**src/pdac_host_pkg.sv**
```systemverilog
// Package for the parallel converter host port controller
package pdac_host_pkg;
   // Bus widths
   localparam int ADDR_W = 5;
   localparam int DATA_W = 14;
   // Clock period and derived counts
   localparam int CLK_PERIOD_NS = 40;
   localparam int CS_WR_WIDTH_NS = 15;
   localparam int CS_RD_WIDTH_NS = 30;
   localparam int RD_DATA_VALID_NS = 25;
   localparam int SAME_ADDR_GAP_NS = 30;
   localparam int CS_TO_LOAD_NS = 30;
   localparam int LOAD_WIDTH_NS = 10;
   localparam int LOAD_TO_CS_NS = 20;
   localparam int CS_TO_BUSY_NS = 20;
   localparam int CS_WR_CYC = (CS_WR_WIDTH_NS + CLK_PERIOD_NS - 1) / CLK_PERIOD_NS;
   localparam int RD_WAIT_CYC = (RD_DATA_VALID_NS + CLK_PERIOD_NS - 1) / CLK_PERIOD_NS + 2;
   localparam int CS_RD_CYC = (RD_WAIT_CYC > CS_RD_WIDTH_NS / CLK_PERIOD_NS) ? RD_WAIT_CYC : 1;
   localparam int GAP_CYC = (SAME_ADDR_GAP_NS + CLK_PERIOD_NS - 1) / CLK_PERIOD_NS;
   localparam int CS_TO_LOAD_CYC = (CS_TO_LOAD_NS + CLK_PERIOD_NS - 1) / CLK_PERIOD_NS;
   localparam int LOAD_CYC = (LOAD_WIDTH_NS + CLK_PERIOD_NS - 1) / CLK_PERIOD_NS;
   localparam int LOAD_TO_CS_CYC = (LOAD_TO_CS_NS + CLK_PERIOD_NS - 1) / CLK_PERIOD_NS;
   // Busy may fall this late after a write; the extra cycle covers the synchroniser
   localparam int BUSY_SETTLE_CYC = (CS_TO_BUSY_NS + CLK_PERIOD_NS - 1) / CLK_PERIOD_NS + 1;
   localparam int CNT_W = 4;
   // Request carried from the user side
   typedef struct packed {
      logic wr;
      logic [ADDR_W-1:0] addr;
      logic [DATA_W-1:0] data;
   } host_req_s;
endpackage

```
**src/pdac_host_ctrl.sv**
```systemverilog
// Host controller driving the converter parallel port pins
// Functional notes
// - Read/write select steady through whole access
// - Access lives only while chip select low
// - Busy low after write; wait high
// - Same address writes need 30ns spacing
`timescale 1ns/1ps
module pdac_host_ctrl
   import pdac_host_pkg::*;
(
   input wire logic i_ref_clk,
   input wire logic i_rst_n,
   input wire logic i_req_valid,
   input wire host_req_s i_req,
   input wire logic i_sync_mode,
   input wire logic i_load_req,
   input wire logic [DATA_W-1:0] i_data_in,
   input wire logic i_busy_n,
   output logic o_req_ready,
   output logic o_rd_valid,
   output logic [DATA_W-1:0] o_rd_data,
   output logic o_cs_n,
   output logic o_rd_wr_n,
   output logic [ADDR_W-1:0] o_addr,
   output logic [DATA_W-1:0] o_data_out,
   output logic o_data_oe,
   output logic o_output_load_strobe_n,
   output logic o_load_done
);
   typedef enum logic [2:0] {ST_IDLE, ST_SETUP, ST_ACTIVE, ST_HOLD, ST_LOAD_WAIT, ST_LOAD, ST_LOAD_REC} state_e;

   state_e state_ff, nxt_state;
   logic [CNT_W-1:0] cnt_ff, nxt_cnt;
   logic [CNT_W-1:0] gap_ff, nxt_gap;
   logic [CNT_W-1:0] settle_ff, nxt_settle;
   logic [ADDR_W-1:0] last_addr_ff;
   logic [ADDR_W-1:0] nxt_last_addr;
   logic wrote_ff, nxt_wrote;
   logic load_pend_ff, nxt_load_pend;
   logic [DATA_W-1:0] din_s1_ff, din_s2_ff;
   logic busy_s1_ff, busy_s2_ff;
   logic cs_n_ff, rw_ff, oe_ff, ld_n_ff, ready_ff, rvalid_ff, ldone_ff;
   logic [ADDR_W-1:0] addr_ff;
   logic [DATA_W-1:0] dout_ff, rdata_ff;
   logic nxt_cs_n, nxt_rw, nxt_oe, nxt_ld_n, nxt_ready, nxt_rvalid, nxt_ldone;
   logic [ADDR_W-1:0] nxt_addr;
   logic [DATA_W-1:0] nxt_dout, nxt_rdata;

   // Pin inputs pass two flops before use
   always_ff @(posedge i_ref_clk) begin
      busy_s1_ff <= i_busy_n;
      busy_s2_ff <= busy_s1_ff;
      din_s1_ff <= i_data_in;
      din_s2_ff <= din_s1_ff;
   end

   // Counts share CNT_W-bit counters; one that does not fit would wrap and cut a phase short
   localparam int CNT_MAX = 2 ** CNT_W - 1;
   if (CS_RD_CYC > CNT_MAX || CS_WR_CYC > CNT_MAX || GAP_CYC > CNT_MAX || BUSY_SETTLE_CYC > CNT_MAX ||
      CS_TO_LOAD_CYC > CNT_MAX || LOAD_CYC > CNT_MAX || LOAD_TO_CS_CYC > CNT_MAX) begin : gen_count_check
      $error("Host controller timing count exceeds the counter width");
   end

   // Same-address writes must wait out the spacing counter
   wire same_addr_block = i_req.wr && wrote_ff && (i_req.addr == last_addr_ff) && (gap_ff != '0);
   // Busy high means correction and prior update are finished; just after a write the
   // synchronised copy is still stale, so the settle count holds off until busy is seen low
   wire busy_clear = busy_s2_ff && (settle_ff == '0);
   wire take_req = (state_ff == ST_IDLE) && i_req_valid && !same_addr_block && busy_clear && !load_pend_ff;
   wire start_load = (state_ff == ST_IDLE) && load_pend_ff && busy_clear && (gap_ff == '0);

   // Sequencer for one access or one load strobe
   always_comb begin
      nxt_state = state_ff;
      nxt_cnt = cnt_ff;
      nxt_gap = (gap_ff != '0) ? gap_ff - 1'b1 : gap_ff;
      nxt_settle = (settle_ff != '0) ? settle_ff - 1'b1 : settle_ff;
      nxt_last_addr = last_addr_ff;
      nxt_wrote = wrote_ff;
      nxt_load_pend = load_pend_ff | (i_load_req & i_sync_mode);
      nxt_cs_n = cs_n_ff;
      nxt_rw = rw_ff;
      nxt_oe = oe_ff;
      nxt_ld_n = ld_n_ff;
      nxt_addr = addr_ff;
      nxt_dout = dout_ff;
      nxt_rdata = rdata_ff;
      nxt_rvalid = 1'b0;
      nxt_ldone = 1'b0;
      nxt_ready = 1'b0;
      case (state_ff)
         ST_IDLE: begin
            // Async mode keeps the load pin low so writes land directly
            nxt_ld_n = !i_sync_mode ? 1'b0 : 1'b1;
            if (start_load) begin
               nxt_load_pend = 1'b0;
               nxt_cnt = CNT_W'(CS_TO_LOAD_CYC);
               nxt_state = ST_LOAD_WAIT;
            end else if (take_req) begin
               // Select and address set one cycle before chip select
               nxt_rw = !i_req.wr;
               nxt_addr = i_req.addr;
               nxt_dout = i_req.data;
               nxt_oe = i_req.wr;
               nxt_state = ST_SETUP;
            end else begin
               nxt_ready = !load_pend_ff;
            end
         end
         ST_SETUP: begin
            nxt_cs_n = 1'b0;
            nxt_cnt = rw_ff ? CNT_W'(CS_RD_CYC) : CNT_W'(CS_WR_CYC);
            nxt_state = ST_ACTIVE;
         end
         ST_ACTIVE: begin
            if (cnt_ff > CNT_W'(1)) begin
               nxt_cnt = cnt_ff - 1'b1;
            end else begin
               // Rising edge latches address and data in the device
               nxt_cs_n = 1'b1;
               if (rw_ff) begin
                  nxt_rdata = din_s2_ff;
                  nxt_rvalid = 1'b1;
               end else begin
                  nxt_wrote = 1'b1;
                  nxt_last_addr = addr_ff;
                  nxt_gap = CNT_W'(GAP_CYC);
                  nxt_settle = CNT_W'(BUSY_SETTLE_CYC);
               end
               nxt_state = ST_HOLD;
            end
         end
         ST_HOLD: begin
            // Data and select held one cycle past the rise
            nxt_oe = 1'b0;
            nxt_rw = 1'b1;
            nxt_state = ST_IDLE;
         end
         ST_LOAD_WAIT: begin
            if (cnt_ff > CNT_W'(1)) begin
               nxt_cnt = cnt_ff - 1'b1;
            end else begin
               nxt_ld_n = 1'b0;
               nxt_cnt = CNT_W'(LOAD_CYC);
               nxt_state = ST_LOAD;
            end
         end
         ST_LOAD: begin
            if (cnt_ff > CNT_W'(1)) begin
               nxt_cnt = cnt_ff - 1'b1;
            end else begin
               nxt_ld_n = 1'b1;
               nxt_cnt = CNT_W'(LOAD_TO_CS_CYC);
               nxt_state = ST_LOAD_REC;
            end
         end
         ST_LOAD_REC: begin
            if (cnt_ff > CNT_W'(1)) begin
               nxt_cnt = cnt_ff - 1'b1;
            end else begin
               nxt_ldone = 1'b1;
               nxt_state = ST_IDLE;
            end
         end
         default: nxt_state = ST_IDLE;
      endcase
   end

   // State and pin registers; reset leaves the bus idle
   always_ff @(posedge i_ref_clk) begin
      if (!i_rst_n) begin
         state_ff <= ST_IDLE;
         cnt_ff <= '0;
         gap_ff <= '0;
         settle_ff <= '0;
         last_addr_ff <= '0;
         wrote_ff <= 1'b0;
         load_pend_ff <= 1'b0;
         cs_n_ff <= 1'b1;
         rw_ff <= 1'b1;
         oe_ff <= 1'b0;
         ld_n_ff <= 1'b1;
         addr_ff <= '0;
         dout_ff <= '0;
         rdata_ff <= '0;
         rvalid_ff <= 1'b0;
         ldone_ff <= 1'b0;
         ready_ff <= 1'b0;
      end else begin
         state_ff <= nxt_state;
         cnt_ff <= nxt_cnt;
         gap_ff <= nxt_gap;
         settle_ff <= nxt_settle;
         last_addr_ff <= nxt_last_addr;
         wrote_ff <= nxt_wrote;
         load_pend_ff <= nxt_load_pend;
         cs_n_ff <= nxt_cs_n;
         rw_ff <= nxt_rw;
         oe_ff <= nxt_oe;
         ld_n_ff <= nxt_ld_n;
         addr_ff <= nxt_addr;
         dout_ff <= nxt_dout;
         rdata_ff <= nxt_rdata;
         rvalid_ff <= nxt_rvalid;
         ldone_ff <= nxt_ldone;
         ready_ff <= nxt_ready;
      end
   end

   // Outputs straight from flops
   assign o_cs_n = cs_n_ff;
   assign o_rd_wr_n = rw_ff;
   assign o_addr = addr_ff;
   assign o_data_out = dout_ff;
   assign o_data_oe = oe_ff;
   assign o_output_load_strobe_n = ld_n_ff;
   assign o_rd_data = rdata_ff;
   assign o_rd_valid = rvalid_ff;
   assign o_load_done = ldone_ff;
   assign o_req_ready = ready_ff;
endmodule

```
**config.mk**
```make
export PLATFORM = sky130hd
export DESIGN_NAME = pdac_host_ctrl
export DESIGN_NICKNAME = d
export VERILOG_FILES = /design/src/pdac_host_pkg.sv /design/src/pdac_host_ctrl.sv
export SDC_FILE = /design/constraint.sdc
export NUM_CORES = 1
export LEC_CHECK = 0
export BUFFER_PORTS_ARGS = -buffer_cell sky130_fd_sc_hd__buf_2
export CAP_MARGIN = 20
export CORE_MARGIN = 1
export CORE_UTILIZATION = 52
export DETAILED_ROUTE_END_ITERATION = 10
export HOLD_SLACK_MARGIN = 0.02
export PLACE_DENSITY_LB_ADDON = 0.3
export SYNTH_ARGS = -nofsm -noshare
export SYNTH_HDL_FRONTEND = slang
export SYNTH_SLANG_ARGS = --single-unit
```
**constraint.sdc**
```tcl
create_clock -name i_ref_clk -period 2.73 [get_ports i_ref_clk]
set_clock_uncertainty 0.05 [all_clocks]
set_input_delay 0.546 -clock i_ref_clk [delete_from_list [all_inputs] [get_ports i_ref_clk]]
set_output_delay 0.546 -clock i_ref_clk [all_outputs]
set_load 0.03 [all_outputs]
```
# Word-level counts from Yosys, hierarchy flattened
# Index checks and enable logic that the tools add are counted.
dict set report word_totals {
  ff_bits 92
  out_inout_bits 40
  word_cells 120
  inputBits 40
}
dict set report classes {
  muxes 35
  n_lt_le_gt_ge 1
  add_sub_neg 3
  n_reduce_logical 36
  bitwise 8
  eq_ne 16
}
# cell count
set ops {}
lappend ops {{$mux W4} 11}
lappend ops {{$mux W3} 6}
lappend ops {{$pmux W3 S6} 1}
lappend ops {{$reduce_and A3 Y1} 6}
lappend ops {{$pmux W4 S4} 1}
lappend ops {{$ne A2 B2 Y1 const B} 7}
lappend ops {{$reduce_bool A4 Y1} 3}
lappend ops {{$sub A4 B1 Y4 const B} 3}
lappend ops {{$logic_and A1 B1 Y1} 11}
lappend ops {{$mux W1} 11}
lappend ops {{$eq A3 B3 Y1 const B} 3}
lappend ops {{$logic_not A4 Y1} 2}
lappend ops {{$eq A3 B2 Y1 const B} 2}
lappend ops {{$not A1 Y1} 6}
lappend ops {{$pmux W1 S2} 3}
lappend ops {{$eq A5 B5 Y1} 1}
lappend ops {{$reduce_and A5 Y1} 1}
lappend ops {{$gt A4 B1 Y1 const B} 1}
lappend ops {{$reduce_and A2 Y1} 2}
lappend ops {{$reduce_bool A2 Y1} 2}
lappend ops {{$reduce_or A2 Y1} 2}
lappend ops {{$reduce_or A4 Y1} 1}
lappend ops {{$eq A3 B1 Y1 const B} 1}
lappend ops {{$logic_not A1 Y1} 3}
lappend ops {{other kinds (9)} 9}

# Longest topological paths before layout
# Gate-level depths: netlist (run 1).
dict set report logic_depth {
  word_depth 10
  depth_mapped 8
  ltp_nobuf 7
}

# Worst setup path after synthesis (run 1)
# OpenSTA, ideal clock, no wires.
dict set report synth_timing {
  kind {reg-to-reg}
  from {register settle_ff[0]}
  to {register addr_ff[0], in the netlist o_addr[0]}
  n_path_buf 1
  period_less_slack_ps 2118
  t_required_ps 2564
  slack_ps 612
  stages_incl_launch_ff 9
  setup_time_ps 116
  arrival_ps 1951
  path_cell_list {dfxtp_1 -> inv_1 -> ha_1 -> nor3b_4 -> nand3_2 -> a2111oi_4 -> buf_6 -> mux2i_1 -> nor2b_1}
}
dict set report synth_between {
  elab_chain_len 6
  elab_cells_between_ends 8
  classes_between {1 x bitwise; 7 x reduce/logical}
}
# element line
set synth_lines {}
lappend synth_lines {{start: declaration} pdac_host_ctrl.sv:35} ;# logic [CNT_W-1:0] settle_ff, nxt_settle;
lappend synth_lines {{start signal: assignment} pdac_host_ctrl.sv:193} ;# settle_ff <= nxt_settle;
lappend synth_lines {{$logic_not A4 Y1 (*)} pdac_host_ctrl.sv:68} ;# wire busy_clear = busy_s2_ff && (settle_ff == '0);
lappend synth_lines {{$logic_and A1 B1 Y1 (*)} pdac_host_ctrl.sv:68}
lappend synth_lines {{$logic_and A1 B1 Y1 (2 in series)} pdac_host_ctrl.sv:70} ;# wire start_load = (state_ff == ST_IDLE) && load_pend_ff && busy_clear && (gap_ff == '0);
lappend synth_lines {{$not A1 Y1 (no line)} -}
lappend synth_lines {{$reduce_and A3 Y1 (no line) (*)} -}
lappend synth_lines {{end signal: assignment} pdac_host_ctrl.sv:201} ;# addr_ff <= nxt_addr;
lappend synth_lines {{end: declaration} pdac_host_ctrl.sv:43} ;# logic [ADDR_W-1:0] addr_ff;
# Every way passes the cells marked *; elsewhere a longest branch is shown, timed or not.
# A chain may end at the register's enable or synchronous reset.

# Worst setup path in the final report (run 1)
dict set report layout_timing {
  from {register settle_ff[0]}
  to {register dout_ff[12], in the netlist o_data_out[12]}
}
dict set report layout_between {
  elab_chain_len 6
  elab_cells_between_ends 8
  classes_between {1 x bitwise; 7 x reduce/logical}
}
# element line
set layout_lines {}
lappend layout_lines {{$logic_not A4 Y1 (*)} pdac_host_ctrl.sv:68}
lappend layout_lines {{$logic_and A1 B1 Y1 (*)} pdac_host_ctrl.sv:68}
lappend layout_lines {{$logic_and A1 B1 Y1 (2 in series)} pdac_host_ctrl.sv:70}
lappend layout_lines {{$not A1 Y1 (no line)} -}
lappend layout_lines {{$reduce_and A3 Y1 (no line) (*)} -}
lappend layout_lines {{end signal: assignment} pdac_host_ctrl.sv:202} ;# dout_ff <= nxt_dout;
lappend layout_lines {{end: declaration} pdac_host_ctrl.sv:44} ;# logic [DATA_W-1:0] dout_ff, rdata_ff;
# Marks and branches as above.

==> results of run 1 <==
layout make-up:
class / count / area, sq um
inverters: 9 / 33.78
clock inverters: 6 / 71.32
multi-input cells: 187 / 1400
flip-flops and latches: 92 / 1842
fillers: 509 / 2052
repair buffers: 85 / 440.4
well taps: 75 / 93.84
clock buffers: 10 / 127.6
through the flow:
step	instances	setup slack [ns]	hold WS (ns)
floorplan	302	0.6125	0.2596
global placement	448	0.5692	0.2605
detailed placement	448	0.4920	0.2628
CTS	464	0.4933	0.2170
global route	464	0.3255	0.2170
finish	464	0.5139	0.2436
sequential cells by signal, summed over array words and instances (netlist names), 3 cells and up:
register	cells
settle_ff	4
din_s1_ff	14
o_addr	5
cnt_ff	4
gap_ff	4
din_s2_ff	14
state_ff	3
o_rd_data	14
last_addr_ff	5
o_data_out	14
path summary, 6_finish.rpt:
check	endpoint	slack [ns]	start	depth (start not counted)
worst max-delay path	o_data_out[12]	0.51	settle_ff[0]	8
worst min register to register	din_s2_ff[0]	0.28	din_s1_ff[0]	0
worst min-delay path	din_s1_ff[3]	0.24	i_data_in[3]	1
worst max register to register	o_data_out[12]	0.51	settle_ff[0]	8
kinds of logic after synthesis:
kind of cell	synth area share, %
compound gates	6.376
xor+xnor	2.088
fa+ha+maj	1.864
buf+inv	3.393
flops	54.88
mux	12.94
simple gates	18.46
layout by cell type, fill, tap and decap left out, types with 2 or more instances in the layout:
cell type  count
ha_1           5
nand3_1        4
nand2b_1       2
dfxtp_1       92
xnor2_1        3
clkbuf_8       9
and2_1         2
nor2_1        15
nor3b_1        2
buf_4          6
buf_2         79
nand2_1       13
o21a_1         3
inv_1          9
o211ai_1       2
mux2_2         3
o21ai_1        2
mux2i_1       40
nor3_1         7
xor2_1         5
nor2b_1       41
o21ai_0        3
a21boi_0       3
a21oi_1        9
power groups by stage:
| stage | Sequential, uW | Clock, uW | Combinational (uW) |
|---|---|---|---|
| after CTS | 1630 | 938 | 1050 |
| after floorplan | 1740 | 0 | 720 |
| after global placement | 1660 | 0 | 1020 |
| after detailed placement | 1660 | 0 | 1040 |
| final | 1630 | 909 | 1040 |
| after global routing | 1650 | 983 | 1150 |
per-layer routing:
layer | up-vias | part of all wire, %
li1 | 1187 | -
met1 | 1051 | 46
met2 | 56 | 47
met3 | 7 | 6.0
met4 | 0 | 1.3
met5 | - | 0
worst max-delay path: stages (launching register included):
cell       delay [ns]
dfxtp_1          0.32
inv_1            0.11
ha_1             0.20
nor3b_4          0.32
nand3_2          0.14
a2111oi_4        0.35
buf_4            0.33
mux2i_1          0.23
nor2b_1          0.07
==> key figures, run 1 <==
Floorplanning
  – Core area: 6061 sq um
  – Initial Utilization: 55.37%
  – FP Rows: 28
  – Chip Width: 82.33 um
  – Total I/O pin count: 80
  – Die ar.: 6778 sq um
  – Die height: 82.33 um

STA
  – Final Hold Fails: 0
  – Setup TNS: 0 ns
  – Pins over their slew limit: 0
  – Achievable frequency: 451.2 MHz
  – Slew margin rel.: 54.86%
  – # setup viols final: 0
  – Min Tclk post-route: 2.216 ns
  – RSZ-0062 raised after global routing: false
  – Worst slew pin tran: 0.6771 ns
  – Period utilization: 81.18%

Place
  – Cell Area, Placed: 3810 sq um
  – GP Congestion: 0.7548
  – Port Buffers: 79
  – HPWL Detailed: 4272 um

Power and ir drop
  – Internal power: 2402 uW
  – Switching portion of total power: 32.93%
  – Clk pwr share: 25.4%
  – Design Power: 3582 uW
  – Peak supply drop: 0.6614 mV
  – Psw: 1180 uW
  – Leakage: 0.001716 uW
  – Combinational share of power: 29.1%
  – Sequential share of power: 45.5%
  – Power density over cell area: 893.5 nW/um^2

Synth
  – Post-synthesis cell type count: 48
  – Syn_area_per_cell: 11.11 sq um
  – Part of the Yosys area used for sequential elements: 54.88%
  – Share of the synthesized area in the top cell type: 54.88%
  – Main area contributors after synthesis: dfxtp_1 (55%), mux2i_1 (12%), nor2b_1 (7.6%)
  – Most common cell in the netlist: dfxtp_1
  – Ys flop type: dfxtp_1
  – Net Count, Synth: 347
  – Cell count after synthesis: 302
  – Synth area leader: dfxtp_1
  – Synth async-reset ratio: 0%
  – Synth cell count leaders: dfxtp_1 (92), nor2b_1 (41), mux2i_1 (40), nor2_1 (15), nand2_1 (13)
  – Synth Warn #: 0
  – Mapped cell area: 3356 sq um
  – Post-synth EDFFs: 0
  – Flops & latches, synth: 92

Worst setup path
  – CP endpoint kind: flop
  – Critical path peak fanout: 15
  – Crit path DAT: 2.41 ns
  – Critical path class: flop to flop
  – Crit path launch type: flop
  – CP required: 2.93 ns

Global routing
  – Grt met1 use: 23.04%
  – Gr busiest metal: met2
  – GR Layer Usage met2: 30.83%
  – Grt met3 use: 6.593%
  – Global route overflow: 0
  – Largest net degree at the start of global routing: 46
  – All-Layer GR Usage: 19.18%
  – Vias in the first global route: 2145
  – Number of antenna violations at the first check in global routing: 0
  – First-pass GRT wire length: 9625 um

Clocking
  – Clk slew on worst S/H paths: 0.09 ns
  – CTS tree: yes
  – CTS Buffer Depth: 2
  – Post-CTS setup buffer count: 0
  – Post-CTS resize count: 0
  – Sink Count: 92
  – Clock Latency Late Sink: 0.35 ns
  – CTS Hold Bufs: 0
  – Root buffer cell: clkbuf_8
  – H-Tree Depth: 3
  – CTS Buf Count: 9

Detailed routing
  – Initial DRT Pass Iterations: 4
  – Vias per cell: 4.959
  – DRC violations left: 0
  – Drt wl/cell: 13.08 um
  – Initial DRC Count: 115
  – Via count: 2301
  – ANT nets after route: 0
  – Total wire length: 6068 um

Final layout
  – Layout cells sized above 1: 28.53%
  – Diode count: 0
  – Nets: 429
  – Layout Area Growth over Synthesis: 19.46%
  – Post-route cell area: 4009 sq um
  – Fin util: 66.14%

Worst hold path
  – Hold Crit Class: input pin to flop

Flow run
  – MaxCap Viol Count: 0

Status
  – Status: finished clean
(Power assumes the default switching activity.)
==> inputs of run 2 (changes only) <==
ABC_AREA = 1   (was default)
CORE_UTILIZATION = 47   (was 52)
clock period = 1.8 ns   (was 2.73 ns; I/O delays follow)
==> run 2 against run 1 <==
Compared with the run above:
- sequential power increased by 59%
- die area increased by 10%
- routed wire length increased by 5.4%
- sequential share of layout area decreased by 1.2 points
- maximum frequency increased by 33%
- setup slack got worse by 0.39 ns
- via count increased by 16%
- critical path type unchanged
- critical endpoint is now state_ff[0]
- highest routed layer unchanged
==> key figures, run 2 <==
Status
  – Status: finished clean

Floorplanning
  – Initial Utilization: 49.14% (-6.2 points)
  – Die ar.: 7485 sq um (+10%)
  – Core area: 6832 sq um (+13%)
  – Die height: 86.52 um (+5.1%)
  – Chip Width: 86.52 um (+5.1%)
  – FP Rows: 30 (+7.1%)
  – Total I/O pin count: 80 (unchanged)

Place
  – HPWL Detailed: 4493 um (+5.2%)
  – Port Buffers: 79 (unchanged)
  – GP Congestion: 0.8212 (+8.8%)
  – Cells after DPL: 558 (+25%)
  – Cell Area, Placed: 3841 sq um (+0.82%)

Global routing
  – Vias in the first global route: 2477 (+15%)
  – Number of antenna violations at the first check in global routing: 0 (unchanged)
  – First-pass GRT wire length: 10420 um (+8.2%)
  – Largest net degree at the start of global routing: 23 (-50%)
  – Global route overflow: 0 (unchanged)
  – All-Layer GR Usage: 17.95% (-1.2 points)

Clocking
  – CTS tree: yes
  – CTS Buf Count: 9 (unchanged)
  – CTS Buffer Depth: 2 (unchanged)
  – Clk slew on worst S/H paths: 0.09 ns (about the same)
  – Sink Count: 92 (unchanged)
  – Root buffer cell: clkbuf_8
  – Clock Latency Late Sink: 0.36 ns (about the same)
  – H-Tree Depth: 3 (unchanged)

Final layout
  – Layout cells sized above 1: 30.64% (+2.1 points)
  – Commonest non-fill, non-tap cell in the layout: dfxtp_1
  – Commonest cells after routing, fill and taps aside: dfxtp_1 (92), buf_2 (79), inv_1 (49)
  – Nets: 523 (+22%)
  – Post-route cell area: 4118 sq um (+2.7%)
  – Final Non-Filler Cells: 579 (+25%)
  – Layout Area Growth over Synthesis: 22.66%
  – Diode count: 0 (unchanged)

Synth
  – Synth Warn #: 0 (unchanged)
  – Main area contributors after synthesis: dfxtp_1 (55%), o21ai_0 (5.8%), inv_1 (5.6%)
  – Post-synth EDFFs: 0 (unchanged)
  – Ys flop type: dfxtp_1
  – Cell count after synthesis: 388 (+28%)
  – Share of the synthesized area in the top cell type: 54.86% (about the same)
  – Flops & latches, synth: 92 (unchanged)
  – Part of the Yosys area used for sequential elements: 54.86% (about the same)
  – Synth async-reset ratio: 0% (unchanged)
  – Synth cell count leaders: dfxtp_1 (92), inv_1 (50), nand2_1 (45), nor2_1 (41), o21ai_0 (39)
  – Syn_area_per_cell: 8.652 sq um (-22%)
  – Net Count, Synth: 433 (+25%)
  – Most common cell in the netlist: dfxtp_1
  – Post-synthesis cell type count: 34 (-29%)
  – Synth area leader: dfxtp_1
  – Mapped cell area: 3357 sq um (about the same)

Worst setup path
  – Crit path DAT: 1.87 ns (-0.54 ns)
  – Critical path cell sequence: inv_1 -> ha_1 -> nand2_2 -> nand3_1 -> o21ai_4 -> nand2_1 -> a21oi_1 -> nor2_1
  – CP required: 2.00 ns (-0.93 ns)
  – CP endpoint kind: flop
  – Critical path peak fanout: 6 (-9)
  – Slowest-stage cell, CP: dfxtp_1
  – Critical path class: flop to flop
  – Crit path launch type: flop
  – Highest cell delay on the worst timing path: 0.35 ns (about the same)

STA
  – Setup TNS: 0 ns (unchanged)
  – Worst slew pin tran: 0.3881 ns (-0.2890 ns)
  – # setup viols final: 0 (unchanged)
  – Pins over their slew limit: 0 (unchanged)
  – Slew margin rel.: 73.95% (+19 points)
  – Period utilization: 92.87% (+12 points)
  – Final Hold Fails: 0 (unchanged)
  – Achievable frequency: 598.2 MHz (+33%)
  – Min Tclk post-route: 1.672 ns (-0.5445 ns)
  – RSZ-0062 raised after global routing: true

Worst hold path
  – Hold Crit Class: input pin to flop

Detailed routing
  – Total wire length: 6395 um (+5.4%)
  – ANT nets after route: 0 (unchanged)
  – Via count: 2667 (+16%)
  – Initial DRT Pass Iterations: 4 (unchanged)
  – Initial DRC Count: 101 (-12%)
  – DRC violations left: 0 (unchanged)
  – Drt wl/cell: 11.04 um (-16%)
  – Vias per cell: 4.606 (-7.1%)

Flow run
  – MaxCap Viol Count: 0 (unchanged)

Power and ir drop
  – Peak supply drop: 0.7279 mV (+10%)
  – Leakage: 0.001922 uW (+12%)
  – Power density over cell area: 1505 nW/um^2 (+68%)
==> run 2: path summary, 6_finish.rpt <==
path | startpoint | endpoint | slack [ns] | depth (start not counted)
setup / recovery | gap_ff[0] | state_ff[0] | 0.13 | 8
hold / removal | i_data_in[10] | din_s1_ff[10] | 0.05 | 1
setup reg to reg | gap_ff[0] | state_ff[0] | 0.13 | 8
hold reg to reg | din_s1_ff[7] | din_s2_ff[7] | 0.28 | 0
==> run 2: routing by layer <==
metal	wire (um)	vias up	global-route usage, %
li1	-	1411	-
met1	3046	1182	20.68
met2	2898	64	30.81
met3	336	10	4.667
met4	114	0	9.091
met5	0	-	0
==> run 2: logic make-up (layout without fill, tap and decap cells) <==
logic type      after synthesis  count (layout)  synth area share, %
compound gates               88              88                14.31
buf+inv                      71             166                9.281
flops                        92              92                54.86
simple gates                126             126                18.11
xor+xnor                      6               6                1.566
fa+ha+maj                     5               5                1.864
==> run 2: layout make-up <==
type | instances | area [sq um]
timing repair buffer | 92 | 500.5
multi-input combinational | 225 | 1229
clock buffer | 9 | 123.9
sequential | 92 | 1842
inverter | 58 | 220.2
clock inverter | 7 | 82.58
tap | 96 | 120.1
fill | 628 | 2714
==> run 2: through the flow <==
stage / total power, uW / hold WS, ns / setup WS (ns) / utilization (%)
2_1_floorplan: 4229 / 0.2596 / 0.1775 / -
3_3_place_gp: 4695 / 0.2603 / 0.05992 / 56.23
3_5_place_dp: 4746 / 0.2628 / -0.06085 / 56.23
4_1_cts: 6178 / 0.03467 / 0.02069 / 59.25
5_1_grt: 6600 / 0.02550 / -0.01017 / 60.27
6_report: 6199 / 0.04777 / 0.1283 / 60.27
==> run 2: what timing repair did <==
action                                 CTS  global route
setup endpoints to repair               13            47
hold buffers                             0             0
buffers inserted                         0             5
gates resized for setup                  1            11
endpoints found under the hold margin    0             0
pin swaps                                0             2
==> run 2: worst max-delay path, delay by kind of cell (launching register included) <==
family	cells	cell delay, ns
buffers and inverters	1	0.07
DFF	1	0.35
and+or+nand+nor	4	0.47
AOI/OAI and AO/OA	2	0.40
adders and majority gates	1	0.23
==> run 2: where the power goes <==
group | total, uW | internal [uW] | leakage, uW | switching, uW
Clock | 1420 | 666 | 0.0000988 | 758
Combinational | 2190 | 744 | 0.00106 | 1450
Sequential | 2590 | 2390 | 0.000758 | 196
==> inputs of run 3 (changes only) <==
ABC_AREA = 0   (was 1)
CAP_MARGIN = 10   (was 20)
CTS_CLUSTER_SIZE = 12   (was default)
==> run 3 against run 2 <==
Compared with the run above:
- the run now ends with negative setup slack left
- power up 1.3%
- routed wire length up 11%
- sequential power down 4%
- final cell count down 11%
- register-to-register slack worse by 0.26 ns
- critical path type unchanged
- critical endpoint is now o_addr[0]
- largest cell class unchanged
- highest routed layer unchanged
==> key figures, run 3 (synthesis results as in run 1) <==
Final layout
  – Commonest cells after routing, fill and taps aside: dfxtp_1 (86), buf_2 (79), nor2b_1 (41)
  – Commonest non-fill, non-tap cell in the layout: dfxtp_1
  – Post-route cell area: 4533 sq um (+10%)
  – Diode count: 0 (unchanged)
  – Final Non-Filler Cells: 518 (-11%)
  – Layout Area Growth over Synthesis: 35.09%
  – Nets: 462 (-12%)
  – Layout cells sized above 1: 40.76% (+10 points)
  – Fillers: 566 (-9.9%)

STA
  – Min Tclk post-route: 1.931 ns (+0.2591 ns)
  – Worst slew pin tran: 0.3186 ns (-0.06953 ns)
  – Period utilization: 107.3% (+14 points)
  – Achievable frequency: 517.9 MHz (-13%)
  – Final Hold Fails: 0 (unchanged)
  – Pins over their slew limit: 0 (unchanged)
  – # setup viols final: 22 (+22)
  – Final WS setup: -0.1308 ns (-0.2591 ns)
  – RSZ-0062 raised after global routing: true
  – Fin Hold WS: 0.04935 ns (+0.001577 ns)
  – Slew margin rel.: 78.58% (+4.6 points)

Global routing
  – All-Layer GR Usage: 19.55% (+1.6 points)
  – Global route overflow: 0 (unchanged)
  – Number of antenna violations at the first check in global routing: 0 (unchanged)
  – First-pass GRT wire length: 11140 um (+6.9%)
  – Largest net degree at the start of global routing: 38 (+65%)
  – Vias in the first global route: 2427 (-2.0%)

Detailed routing
  – Via count: 2554 (-4.2%)
  – Total wire length: 7097 um (+11%)
  – Vias per cell: 4.931 (+7.0%)
  – Initial DRC Count: 93 (-7.9%)
  – Drt wl/cell: 13.70 um (+24%)
  – DRC violations left: 0 (unchanged)
  – ANT nets after route: 0 (unchanged)
  – Initial DRT Pass Iterations: 4 (unchanged)

Clocking
  – CTS Buffer Depth: 2 (unchanged)
  – Sink Count: 92 (unchanged)
  – CTS tree: yes
  – CTS Buf Count: 9 (unchanged)
  – H-Tree Depth: 3 (unchanged)
  – Clock Latency Late Sink: 0.35 ns (about the same)
  – Clk slew on worst S/H paths: 0.10 ns (about the same)
  – Root buffer cell: clkbuf_8

Worst hold path
  – Hold Crit Class: input pin to flop
  – Hold Path Sink: din_s1_ff[3]
  – Hold path start: i_data_in[3]
  – Worst Hold Depth: 1 (unchanged)

Worst setup path
  – Critical path cell sequence: inv_2 -> ha_4 -> nor3b_4 -> nor3_2 -> a2111oi_4 -> buf_6 -> clkbuf_16 -> mux2i_1 -> nor2b_1
  – CP bufs+invs: 3 (+2)
  – Crit path DAT: 2.13 ns (+0.26 ns)
  – Reg2Reg Depth: 9 (+1)
  – Worst reg2reg path startpoint: gap_ff[0]
  – CP top delay family: buffers and inverters
  – Slowest-stage cell, CP: dfxtp_2
  – CP endpoint kind: flop
  – Highest cell delay on the worst timing path: 0.33 ns (-0.02 ns)
  – Worst R2R End: o_addr[0]
  – Critical path peak fanout: 4 (-2)
  – Crit path launch type: flop
  – CP required: 2.00 ns (about the same)
  – R2R Setup Slk: -0.13 ns (-0.26 ns)
  – Critical path class: flop to flop

Place
  – Port Buffers: 79 (unchanged)
  – GP Congestion: 0.8867 (+8.0%)
  – Cell Area, Placed: 4081 sq um (+6.3%)
  – Cells after DPL: 491 (-12%)
  – HPWL Detailed: 4651 um (+3.5%)

Floorplanning
  – Initial Utilization: 49.12% (about the same)
  – Chip Width: 86.50 um (about the same)
  – Core area: 6832 sq um (unchanged)
  – FP Rows: 30 (unchanged)
  – Die ar.: 7481 sq um (about the same)
  – Total I/O pin count: 80 (unchanged)
  – Die height: 86.50 um (about the same)

Status
  – Failing checks: negative setup slack
  – Status: finished with violations

Power and ir drop
  – Peak supply drop: 0.7229 mV (-0.68%)
  – Leakage: 0.001927 uW (+0.24%)
  – Power density over cell area: 1385 nW/um^2 (-8.0%)

Flow run
  – MaxCap Viol Count: 0 (unchanged)
run 3: cell types whose count changed in the layout (fill, tap and decap cells not counted), sizes merged, moves of 8 or more:
cell / delta
a21oi: -29
buf: +23
inv: -49
mux2i: +40
nand2: -35
nand3: -8
nor2: -39
nor2b: +41
o21ai: -40
run 3: area by class of cell:
type	count	area (sq um)	area share [%]
Sequential cell	92	1852	40.85
Multi-Input combinational cell	187	1523	33.59
Timing Repair Buffer	118	797.0	17.58
Clock buffer	10	127.6	2.815
Tap cell	96	120.1	2.650
Clock inverter	6	75.07	1.656
Inverter	9	38.79	0.8556
run 3: metal layers:
metal / share of wire, % / vias to the layer above / GRT usage (%)
met2: 49 / 71 / 31.17
met1: 44 / 1219 / 24.71
met5: 0 / - / 0
met3: 5.4 / 10 / 5.905
li1: - / 1254 / -
met4: 1.9 / 0 / 8.182
run 3: worst max-delay path by stage:
stage / start / slack (ns) / endpoint / cells past startpoint
6_report: gap_ff[0] / -0.13 / o_addr[0] / 9
5_1_grt: gap_ff[0] / -0.20 / o_data_out[12] / 9
4_1_cts: settle_ff[1] / -0.09 / o_addr[0] / 9
3_5_place_dp: i_req[18] / -0.13 / o_data_oe / 7
3_3_place_gp: i_req[18] / -0.12 / o_data_oe / 7
2_1_floorplan: settle_ff[0] / -0.21 / o_addr[0] / 8
run 3: where the power goes:
group / internal [uW] / switching, uW
sequential: 2290 / 187
clock: 667 / 749
combinational: 1240 / 1140
total: 4210 / 2070
run 3: per-stage QoR:
step / utilization (%) / power, uW / TNS (ns) / setup slack [ns]
after floorplan: - / 3837 / -3.588 / -0.2055
after global placement: 59.74 / 4466 / -1.536 / -0.1239
after detailed placement: 59.74 / 4523 / -2.428 / -0.1348
after CTS: 65.15 / 6171 / -1.085 / -0.09484
after global routing: 66.36 / 6638 / -3.810 / -0.1960
final: 66.36 / 6280 / -1.600 / -0.1308
run 3: timing repair:
item	in CTS	in global routing
resized for setup	22	8
gates cloned	2	1
pin swaps	5	7
endpoints found under the hold margin	0	1
setup endpoints to repair	31	28
buffers inserted	5	4
hold buffers	0	1
